--- config.mk ---
export PLATFORM = sky130hd
export DESIGN_NAME = ais_sequencer
export DESIGN_NICKNAME = d
export VERILOG_FILES = /design/src/ais_pkg.sv /design/src/ais_interval_counter.sv /design/src/ais_sequencer.sv
export SDC_FILE = /design/constraint.sdc
export NUM_CORES = 1
export LEC_CHECK = 0
export ABC_CLOCK_PERIOD_IN_PS = 2850
export BUFFER_PORTS_ARGS = -buffer_cell sky130_fd_sc_hd__buf_2
export CAP_MARGIN = 20
export CORE_MARGIN = 3
export CORE_UTILIZATION = 32
export CTS_BUF_LIST = sky130_fd_sc_hd__clkbuf_16
export DETAILED_ROUTE_END_ITERATION = 6
export PLACE_DENSITY = 0.59
export SLEW_MARGIN = 0
export SYNTH_ARGS = -nofsm -noshare
export SYNTH_HDL_FRONTEND = slang
export SYNTH_SLANG_ARGS = --single-unit
--- constraint.sdc ---
create_clock -name i_clk_sys -period 2.85 [get_ports i_clk_sys]
set_input_delay 0.285 -clock i_clk_sys [delete_from_list [all_inputs] [get_ports i_clk_sys]]
set_output_delay 0.285 -clock i_clk_sys [all_outputs]
set_load 0.005 [all_outputs]
--- src/ais_pkg.sv ---
/*
  constants, field layouts and carrier types for the converter start-up
  and digital-reset sequencer. assumes nothing beyond a SystemVerilog tool.
*/
package ais_pkg;

  // configuration write offsets
  localparam logic [7:0] AIS_ADDR_PMODE = 8'h08;
  localparam logic [7:0] AIS_ADDR_OMODE = 8'h14;

  // power-mode field
  localparam int AIS_PMODE_LSB = 0;
  localparam int AIS_PMODE_W = 2;
  localparam int AIS_PINFN_BIT = 5;
  localparam logic [1:0] AIS_PMODE_NORMAL = 2'h0;
  localparam logic [1:0] AIS_PMODE_PDOWN = 2'h1;
  localparam logic [1:0] AIS_PMODE_STANDBY = 2'h2;
  localparam logic [1:0] AIS_PMODE_DRESET = 2'h3;

  // output-mode field
  localparam int AIS_OTYPE_LSB = 6;
  localparam int AIS_OTYPE_W = 2;
  localparam int AIS_OTYPE_LVDS_BIT = 1;
  localparam logic [1:0] AIS_OTYPE_CMOS = 2'h0;

  // sequencing counter width in bits, and counts in sample clock cycles
  localparam int AIS_CNT_W = 22;
  localparam int AIS_RECOVER_CYCLES = 2900000;
  localparam logic [AIS_CNT_W-1:0] AIS_INIT_CYCLES = 22'h000400;

  localparam int AIS_DATA_W = 12;

  typedef enum logic [2:0] {
    AIS_ST_INIT = 3'h0,
    AIS_ST_RUN = 3'h1,
    AIS_ST_DRST = 3'h3,
    AIS_ST_RECOV = 3'h2,
    AIS_ST_FAULT = 3'h6
  } ais_state_type;

  typedef struct packed {
    logic valid;
    logic [7:0] addr;
    logic [7:0] data;
  } ais_wr_type;

  typedef struct packed {
    logic [AIS_DATA_W-1:0] chan_b;
    logic [AIS_DATA_W-1:0] chan_a;
  } ais_sample_type;

endpackage

--- src/ais_interval_counter.sv ---
/*
  interval counter: counts sample clocks from a start pulse up to a limit
  and pulses done at the terminal count. assumes the limit is steady
  while a count runs and is at least one.
*/
`timescale 1ns/1ns
module ais_interval_counter
  import ais_pkg::*;
(
  // clock and reset
  input wire logic i_clk_sys,
  input wire logic i_rst,
  // control
  input wire logic i_start,
  input wire logic [AIS_CNT_W-1:0] i_limit,
  // status
  output logic o_busy,
  output logic o_done
);

  typedef struct packed {
    logic [AIS_CNT_W-1:0] cnt;
    logic busy;
    logic done;
  } ais_cnt_state_type;

  ais_cnt_state_type s_q;
  ais_cnt_state_type s_d;

  always_comb begin
    s_d = s_q;
    s_d.done = 1'b0;
    if (i_start) begin
      // restart wins over a running count
      s_d.cnt = '0;
      s_d.busy = 1'b1;
    end else if (s_q.busy) begin
      if (s_q.cnt == i_limit - 1'b1) begin
        s_d.busy = 1'b0;
        s_d.done = 1'b1;
      end else begin
        s_d.cnt = s_q.cnt + 1'b1;
      end
    end
  end

  always_ff @(posedge i_clk_sys or posedge i_rst) begin
    if (i_rst) begin
      s_q <= '0;
    end else begin
      s_q <= s_d;
    end
  end

  assign o_busy = s_q.busy;
  assign o_done = s_q.done;

endmodule

--- src/ais_sequencer.sv ---
/*
  digital-side start-up and recovery sequencer of a dual converter.
  runs on the sample clock; configuration writes arrive already decoded
  from the serial port, one write per valid cycle.
  assumes i_clk_stable comes from a clock monitor beside the block.
*/
// Notes on behaviour
// outputs come up in single-ended CMOS mode before any configuration write
// host selects LVDS output through the output-mode write after power-up
// power-down pin high keeps outputs disabled; pin low enables them
// power-on runs an init sequence needing a stable sample clock
// unstable clock at init leaves undefined state until a digital reset
// host resets again if external references were unstable at power-up
// host resets after clock interruption or a sample rate change
// digital reset is write 0x03 then write 0x00 to the power-mode offset
// release write may follow the assert write back to back
// normal output resumes only after 2.9e6 sample clocks from release
// data outputs are all zero until recovery completes
// host should keep the serial port idle during critical sampling
// power mode 11 gates and resets the data path, outputs stay enabled
// recovery uses a counter started at release, done at terminal count
`timescale 1ns/1ns
module ais_sequencer
  import ais_pkg::*;
#(
  parameter int RECOVER_CYCLES = AIS_RECOVER_CYCLES
) (
  // clock and reset
  input wire logic i_clk_sys,
  input wire logic i_rst,
  // board-level inputs
  input wire logic i_power_down_pin,
  input wire logic i_clk_stable,
  // decoded configuration writes
  input wire ais_wr_type i_wr,
  // raw conversion samples
  input wire ais_sample_type i_sample,
  // output driver control
  output logic o_out_en,
  output logic o_lvds_mode,
  // data path control
  output logic o_dp_clk_en,
  output logic o_dp_rst,
  // converted data
  output ais_sample_type o_data,
  // status
  output logic o_ready,
  output logic o_init_fault
);

  typedef struct packed {
    ais_state_type state;
    logic kicked;
    logic [AIS_PMODE_W-1:0] pmode;
    logic [AIS_OTYPE_W-1:0] otype;
    logic out_en;
    logic lvds;
    logic dp_clk_en;
    logic dp_rst;
    ais_sample_type data;
    logic ready;
    logic fault;
  } ais_top_state_type;

  typedef struct packed {
    logic drv_on;
    logic clk_on;
    logic hold_rst;
  } ais_pm_effect_type;

  localparam logic [AIS_CNT_W-1:0] RECOVER_LIMIT = AIS_CNT_W'(RECOVER_CYCLES);

  ais_top_state_type s_q;
  ais_top_state_type s_d;
  logic cnt_start;
  logic [AIS_CNT_W-1:0] cnt_limit;
  logic cnt_done;
  logic wr_pmode;
  logic wr_omode;
  ais_pm_effect_type pm_fx;

  ais_interval_counter u_interval (
    .i_clk_sys(i_clk_sys),
    .i_rst(i_rst),
    .i_start(cnt_start),
    .i_limit(cnt_limit),
    .o_busy(),
    .o_done(cnt_done)
  );

  // the limit follows the phase that owns the running count
  assign cnt_limit = (s_q.state == AIS_ST_INIT) ? AIS_INIT_CYCLES : RECOVER_LIMIT;

  // decoded write strobes, one per offset that this block keeps
  assign wr_pmode = i_wr.valid && (i_wr.addr == AIS_ADDR_PMODE);
  assign wr_omode = i_wr.valid && (i_wr.addr == AIS_ADDR_OMODE);

  // drivers, data path clock and data path reset for each power mode
  function automatic ais_pm_effect_type pm_effect(input logic [AIS_PMODE_W-1:0] mode);
    ais_pm_effect_type eff;
    eff = '0;
    case (mode)
      AIS_PMODE_NORMAL: begin
        eff.drv_on = 1'b1;
        eff.clk_on = 1'b1;
        eff.hold_rst = 1'b0;
      end
      AIS_PMODE_PDOWN: begin
        eff.drv_on = 1'b0;
        eff.clk_on = 1'b0;
        eff.hold_rst = 1'b1;
      end
      AIS_PMODE_STANDBY: begin
        eff.drv_on = 1'b0;
        eff.clk_on = 1'b0;
        eff.hold_rst = 1'b0;
      end
      default: begin
        // digital reset keeps the drivers on while the path is held
        eff.drv_on = 1'b1;
        eff.clk_on = 1'b0;
        eff.hold_rst = 1'b1;
      end
    endcase
    return eff;
  endfunction

  always_comb begin
    s_d = s_q;
    cnt_start = 1'b0;
    pm_fx = '0;

    // configuration writes update fields in the cycle they arrive
    if (wr_pmode) begin
      s_d.pmode = i_wr.data[AIS_PMODE_LSB +: AIS_PMODE_W];
    end else if (wr_omode) begin
      s_d.otype = i_wr.data[AIS_OTYPE_LSB +: AIS_OTYPE_W];
    end

    case (s_q.state)
      AIS_ST_INIT: begin
        // one start pulse, then watch the clock while the interval runs
        if (!s_q.kicked) begin
          cnt_start = 1'b1;
          s_d.kicked = 1'b1;
        end else if (!i_clk_stable) begin
          s_d.state = AIS_ST_FAULT;
        end else if (cnt_done) begin
          s_d.state = AIS_ST_RUN;
        end
      end
      AIS_ST_DRST: begin
        if (s_d.pmode != AIS_PMODE_DRESET) begin
          // release may come in the very next write
          s_d.state = AIS_ST_RECOV;
          cnt_start = 1'b1;
        end
      end
      AIS_ST_RECOV: begin
        // zeros out until the counter reports done
        if (cnt_done) begin
          s_d.state = AIS_ST_RUN;
        end
      end
      AIS_ST_RUN: begin
        // stays here until a reset write arrives
        s_d.state = AIS_ST_RUN;
      end
      AIS_ST_FAULT: begin
        // undefined start: only a digital reset leaves this state
        s_d.state = AIS_ST_FAULT;
      end
      default: begin
        s_d.state = AIS_ST_INIT;
      end
    endcase

    // a reset write takes over from any state, fault included
    if (s_d.pmode == AIS_PMODE_DRESET) begin
      s_d.state = AIS_ST_DRST;
    end

    // pin and power modes 01/10 turn the drivers off; 11 keeps them on
    pm_fx = pm_effect(s_d.pmode);
    s_d.out_en = !i_power_down_pin && pm_fx.drv_on;
    s_d.lvds = s_d.otype[AIS_OTYPE_LVDS_BIT];
    s_d.dp_clk_en = pm_fx.clk_on && (s_d.state != AIS_ST_DRST);
    s_d.dp_rst = pm_fx.hold_rst || (s_d.state == AIS_ST_DRST);
    s_d.ready = s_d.state == AIS_ST_RUN;
    s_d.fault = s_d.state == AIS_ST_FAULT;
    if (s_d.ready && s_d.pmode == AIS_PMODE_NORMAL) begin
      s_d.data = i_sample;
    end else begin
      s_d.data = '0;
    end
  end

  always_ff @(posedge i_clk_sys or posedge i_rst) begin
    if (i_rst) begin
      s_q.state <= AIS_ST_INIT;
      s_q.kicked <= 1'b0;
      s_q.pmode <= AIS_PMODE_NORMAL;
      s_q.otype <= AIS_OTYPE_CMOS;
      s_q.out_en <= 1'b0;
      s_q.lvds <= 1'b0;
      s_q.dp_clk_en <= 1'b0;
      s_q.dp_rst <= 1'b1;
      s_q.data <= '0;
      s_q.ready <= 1'b0;
      s_q.fault <= 1'b0;
    end else begin
      s_q <= s_d;
    end
  end

  assign o_out_en = s_q.out_en;
  assign o_lvds_mode = s_q.lvds;
  assign o_dp_clk_en = s_q.dp_clk_en;
  assign o_dp_rst = s_q.dp_rst;
  assign o_data = s_q.data;
  assign o_ready = s_q.ready;
  assign o_init_fault = s_q.fault;

endmodule

-- Word level (Yosys, flattened, before mapping)
Cells that the tools add are included.
W data, S select, Z words.
- register bits: 60
- bits of input ports: 45
- output and inout port bits: 30
- logic and storage cells: 63
- $add $sub $neg: 2
- equal/unequal tests: 16
- mux-type cells: 18
- bitwise logic cells: 1
- reduce and logical (&&, ||, !) cells: 12
- operators with widths (operator ; number):
    $mux W24 ; 2
    $mux W22 ; 2
    $mux W23 ; 1
    $add A22 B1 Y22 const B ; 1
    $eq A22 B22 Y1 ; 1
    $sub A22 B1 Y22 const B ; 1
    $mux W3 ; 5
    $pmux W3 S5 ; 1
    $eq A3 B2 Y1 const B ; 3
    $pmux W3 S3 ; 1
    $eq A8 B4 Y1 const B ; 1
    $eq A8 B5 Y1 const B ; 1
    $eq A3 B1 Y1 const B ; 2
    $eq A3 B3 Y1 const B ; 2
    $logic_and A1 B1 Y1 ; 5
    $eq A2 B2 Y1 const B ; 2
    $mux W2 ; 2
    $ne A2 B2 Y1 const B ; 2
    $reduce_and A2 Y1 ; 2
    $logic_not A3 Y1 ; 1
    $mux W1 ; 3
    $ne A3 B2 Y1 const B ; 1
    $eq A2 B1 Y1 const B ; 1
    $logic_not A2 Y1 ; 1
    other kinds (5) ; 5

-- Depth between registers and ports, before layout
- word-level depth: 10
- mapped depth: 10
- mapped depth without buffers: 10

-- By module
A second synthesis with hierarchy kept.
- cells, all modules: 384
- area, all modules: 3777.4 µm²
- by module, submodules not included (module ; times used ; cells an instance ; area an instance (µm²) ; sequential area each (µm²)):
    ais_interval_counter ; 1 ; 250 ; 2139.6 ; 600.6
    ais_sequencer ; 1 ; 134 ; 1637.8 ; 902.1

-- Least setup slack after synthesis
Ideal clock, no wire load.
- path type: input to register
- start point: in i_wr[9] (netlist bit)
- end point: reg s_q, in the netlist o_data[10]
- setup time: 0.067 ns
- arrival time: 2.613 ns
- data required time: 2.783 ns
- path slack: 0.171 ns
- stages on the path: 9
- buffers on the path: 1
- cells stage by stage: or4b_1 -> nor3_1 -> nand3_1 -> mux2_1 -> ha_1 -> a311o_2 -> nor3_4 -> buf_2 -> and3_1
- RTL lines (what ; line ; text):
    start, declared ; ais_sequencer.sv:35 ; input wire ais_wr_type i_wr,
    end, declared ; ais_sequencer.sv:73 ; ais_top_state_type s_q;

==> impl_metrics.tcl <==
set metrics [dict create \
    status "complete, but fails checks" \
    violations "negative hold slack" \
    synthesis.nets 310 \
    synth_area_per_cell_um2 10.7 \
    finalCritPeriodShare 0.886 \
    dp_slack_ns 0.00129 \
    pwr-share-clk 0.484 \
    dp_hpwl_um 3940 \
    pwr-share-comb 0.112 \
    die_h_um 99.5 \
    initial_core_util 0.336 \
    maxCapViolCount 0 \
    critPathKind "in -> reg" \
    power_switching_w 0.000621 \
    drtPass1Iterations 4 \
    fin_ws_ns 0.326 \
    nets 366 \
    cts_hold_buf 0 \
    fin_crit_ns 2.52 \
    h-tree-depth 3 \
    final_cell_count_no_fill 428 \
    ys_seq_elements 60 \
    p_int_w 0.00192 \
    core_um2 8340 \
    finalSetupViolations 0 \
    die-width_um 99.5 \
    ys_types 43 \
    routed_wirelength_um 5470 \
    crit_start "i_wr[9]" \
    postCtsSetupRepairBufs 0 \
    fp.dieArea_um2 9910 \
    holdWs_ns -0.0162 \
    numClockSinks 60 \
    gr-total-overflow 0 \
    fin_tns_setup_ns 0 \
    rsz0062_at_grt "no" \
    clk_path_buf_depth 2 \
    io_buffer_count 69 \
    syn-instance-count 262 \
    clk_pin_slew_worst_paths_ns 0.05 \
    cp_max_fo 25 \
    min_path_type "in -> async" \
    leakage_nw 1.82 \
    drc_errors 0 \
    yosysWarnings 0 \
    peakVddDrop_mv 0.281 \
    worstPathArrival_ns 2.78 \
    gp_congestion 0.710 \
    grt_usage 0.120 \
    ys_seq_area_frac 0.537 \
    async_flop_share 1.00 \
    cp-end-kind "flop" \
    power.density_nw_per_um2 734 \
    worst_clock_skew_ns 0.00698 \
    yosys_most_used_dff "dfrtp_1" \
    hold_viol 24 \
    grt_pass1_vias 2101 \
    ant_nets 0 \
    grt_pass1_wl_um 9540 \
    num_vias 2107 \
    numCtsBuffers 9 \
    netSwitchingFraction 0.245 \
    r2r-start "u_interval.s_q[8]$_DFFE_PP0P_" \
    io_pins 75 \
    worst-slew-pin-transition_ns 0.523 \
    fin_total_pwr_w 0.00254 \
    vias_per_cell 4.92 \
    relSlewSlack 0.651 \
    syn-cell-area_um2 2800 \
    fillCellCount 803 \
    grt_max_degree 37 \
    wl_per_cell_um 12.8 \
    post_cts_resized 0 \
    root_buffer "clkbuf_16" \
    area_growth_pct 23.7 \
    drive_above_1_share 0.322 \
    cts_tree "built" \
    rows 33 \
    clock_latency_ns 0.32 \
    drt_iter0_markers 75 \
    start_kind "primary input" \
    required_ns 3.10 \
    antenna_found_initial 0 \
    fmaxAchievable_mhz 396 \
    placed_cells 412 \
    synth-edff-count 0 \
    antenna_cells 0 \
    drv_slew 0 \
    power_frac_seq 0.404 \
]
[Yosys cell counts (all sizes together), types with 8 or more instances]
master,n,share of area
nand2,14,0.019
dfrtp,59,0.53
buf,29,0.080
nor2,15,0.020
and3,25,0.056
o21ai,9,0.016
a21oi,12,0.021
nand3,8,0.014
or4,9,0.024
nor3,9,0.024
[state kept, by name, summed over array words and instances (netlist names)]
signal	cells
o_data	24
u_interval.s_q	22
s_q	7
o_dp_clk_en	1
o_dp_rst	1
o_init_fault	1
o_out_en	1
o_ready	1
u_interval.o_busy	1
u_interval.o_done	1
[through the flow]
step                 util  hold WS, ns  instance area, um^2
global route        0.415       0.0174                 3460
finish              0.415      -0.0162                 3460
detailed placement  0.374        0.349                 3120
global placement    0.374        0.343                 3120
CTS                 0.415    0.0000848                 3460
floorplan               -        0.346                 2800
[power by group through the flow]
stage | Combinational (W) | Clock (W) | Sequential, W
floorplan | 0.000236 | 0 | 0.00101
global placement | 0.000280 | 0 | 0.00104
detailed placement | 0.000291 | 0 | 0.00104
CTS | 0.000292 | 0.00126 | 0.00103
global route | 0.000328 | 0.00131 | 0.00104
finish | 0.000285 | 0.00123 | 0.00103
[critical path: stages]
cell,delay [ns]
buf_2,0.09
or4b_1,0.51
nor3_1,0.21
nand3_1,0.16
mux2_1,0.36
ha_1,0.23
a311o_2,0.36
nor3_4,0.22
buf_12,0.18
and3_1,0.17
[area by class of cell]
type                       count  area, um^2  area share
timing repair buffer          79         433       0.125
sequential                    60        1500       0.434
inverter                       7        26.3     0.00759
multi-input combinational    161        1030       0.297
clock inverter                 7         115      0.0332
tap                          105         131      0.0379
clock buffer                   9         225      0.0651
[kinds of logic after synthesis]
kind of cell / synth area share
compound gates: 0.0724
flops: 0.537
fa+ha+maj: 0.0134
mux: 0.0152
buf+inv: 0.0957
simple gates: 0.238
xor+xnor: 0.0282
[path summary, 6_finish.rpt]
path	endpoint	slack (ns)	depth (start not counted)
setup / recovery	o_data[23]$_DFF_PP0_	0.33	10
hold / removal	o_data[5]$_DFF_PP0_	-0.02	2
setup reg to reg	u_interval.s_q[5]$_DFFE_PP0P_	0.76	5
hold reg to reg	s_q[31]$_DFFE_PP0P_	0.49	1
max in group asynchronous	o_dp_rst$_DFF_PP1_	1.99	3
min in group i_clk_sys	o_out_en$_DFF_PP0_	0.11	2
[layout by cell type, fill, tap and decap left out, drive strengths merged, types with 6 or more instances in the layout]
cell	Yosys	routed
buf	29	79
nor4	6	6
or4	9	9
o21ai	9	9
and3	25	25
nor3	9	9
clkbuf	5	9
a21oi	12	12
dfrtp	59	59
nand4	7	7
nand2	14	14
inv	7	7
or3	6	6
xnor2	7	7
nor2	15	15
nand3	8	8
[metal layers]
layer	part of all wire	track usage
met3	0.075	0.0407
met2	0.46	0.190
met4	0.014	0.0599
met1	0.45	0.145
met5	0	0
Power figures use the tool's default switching activity.
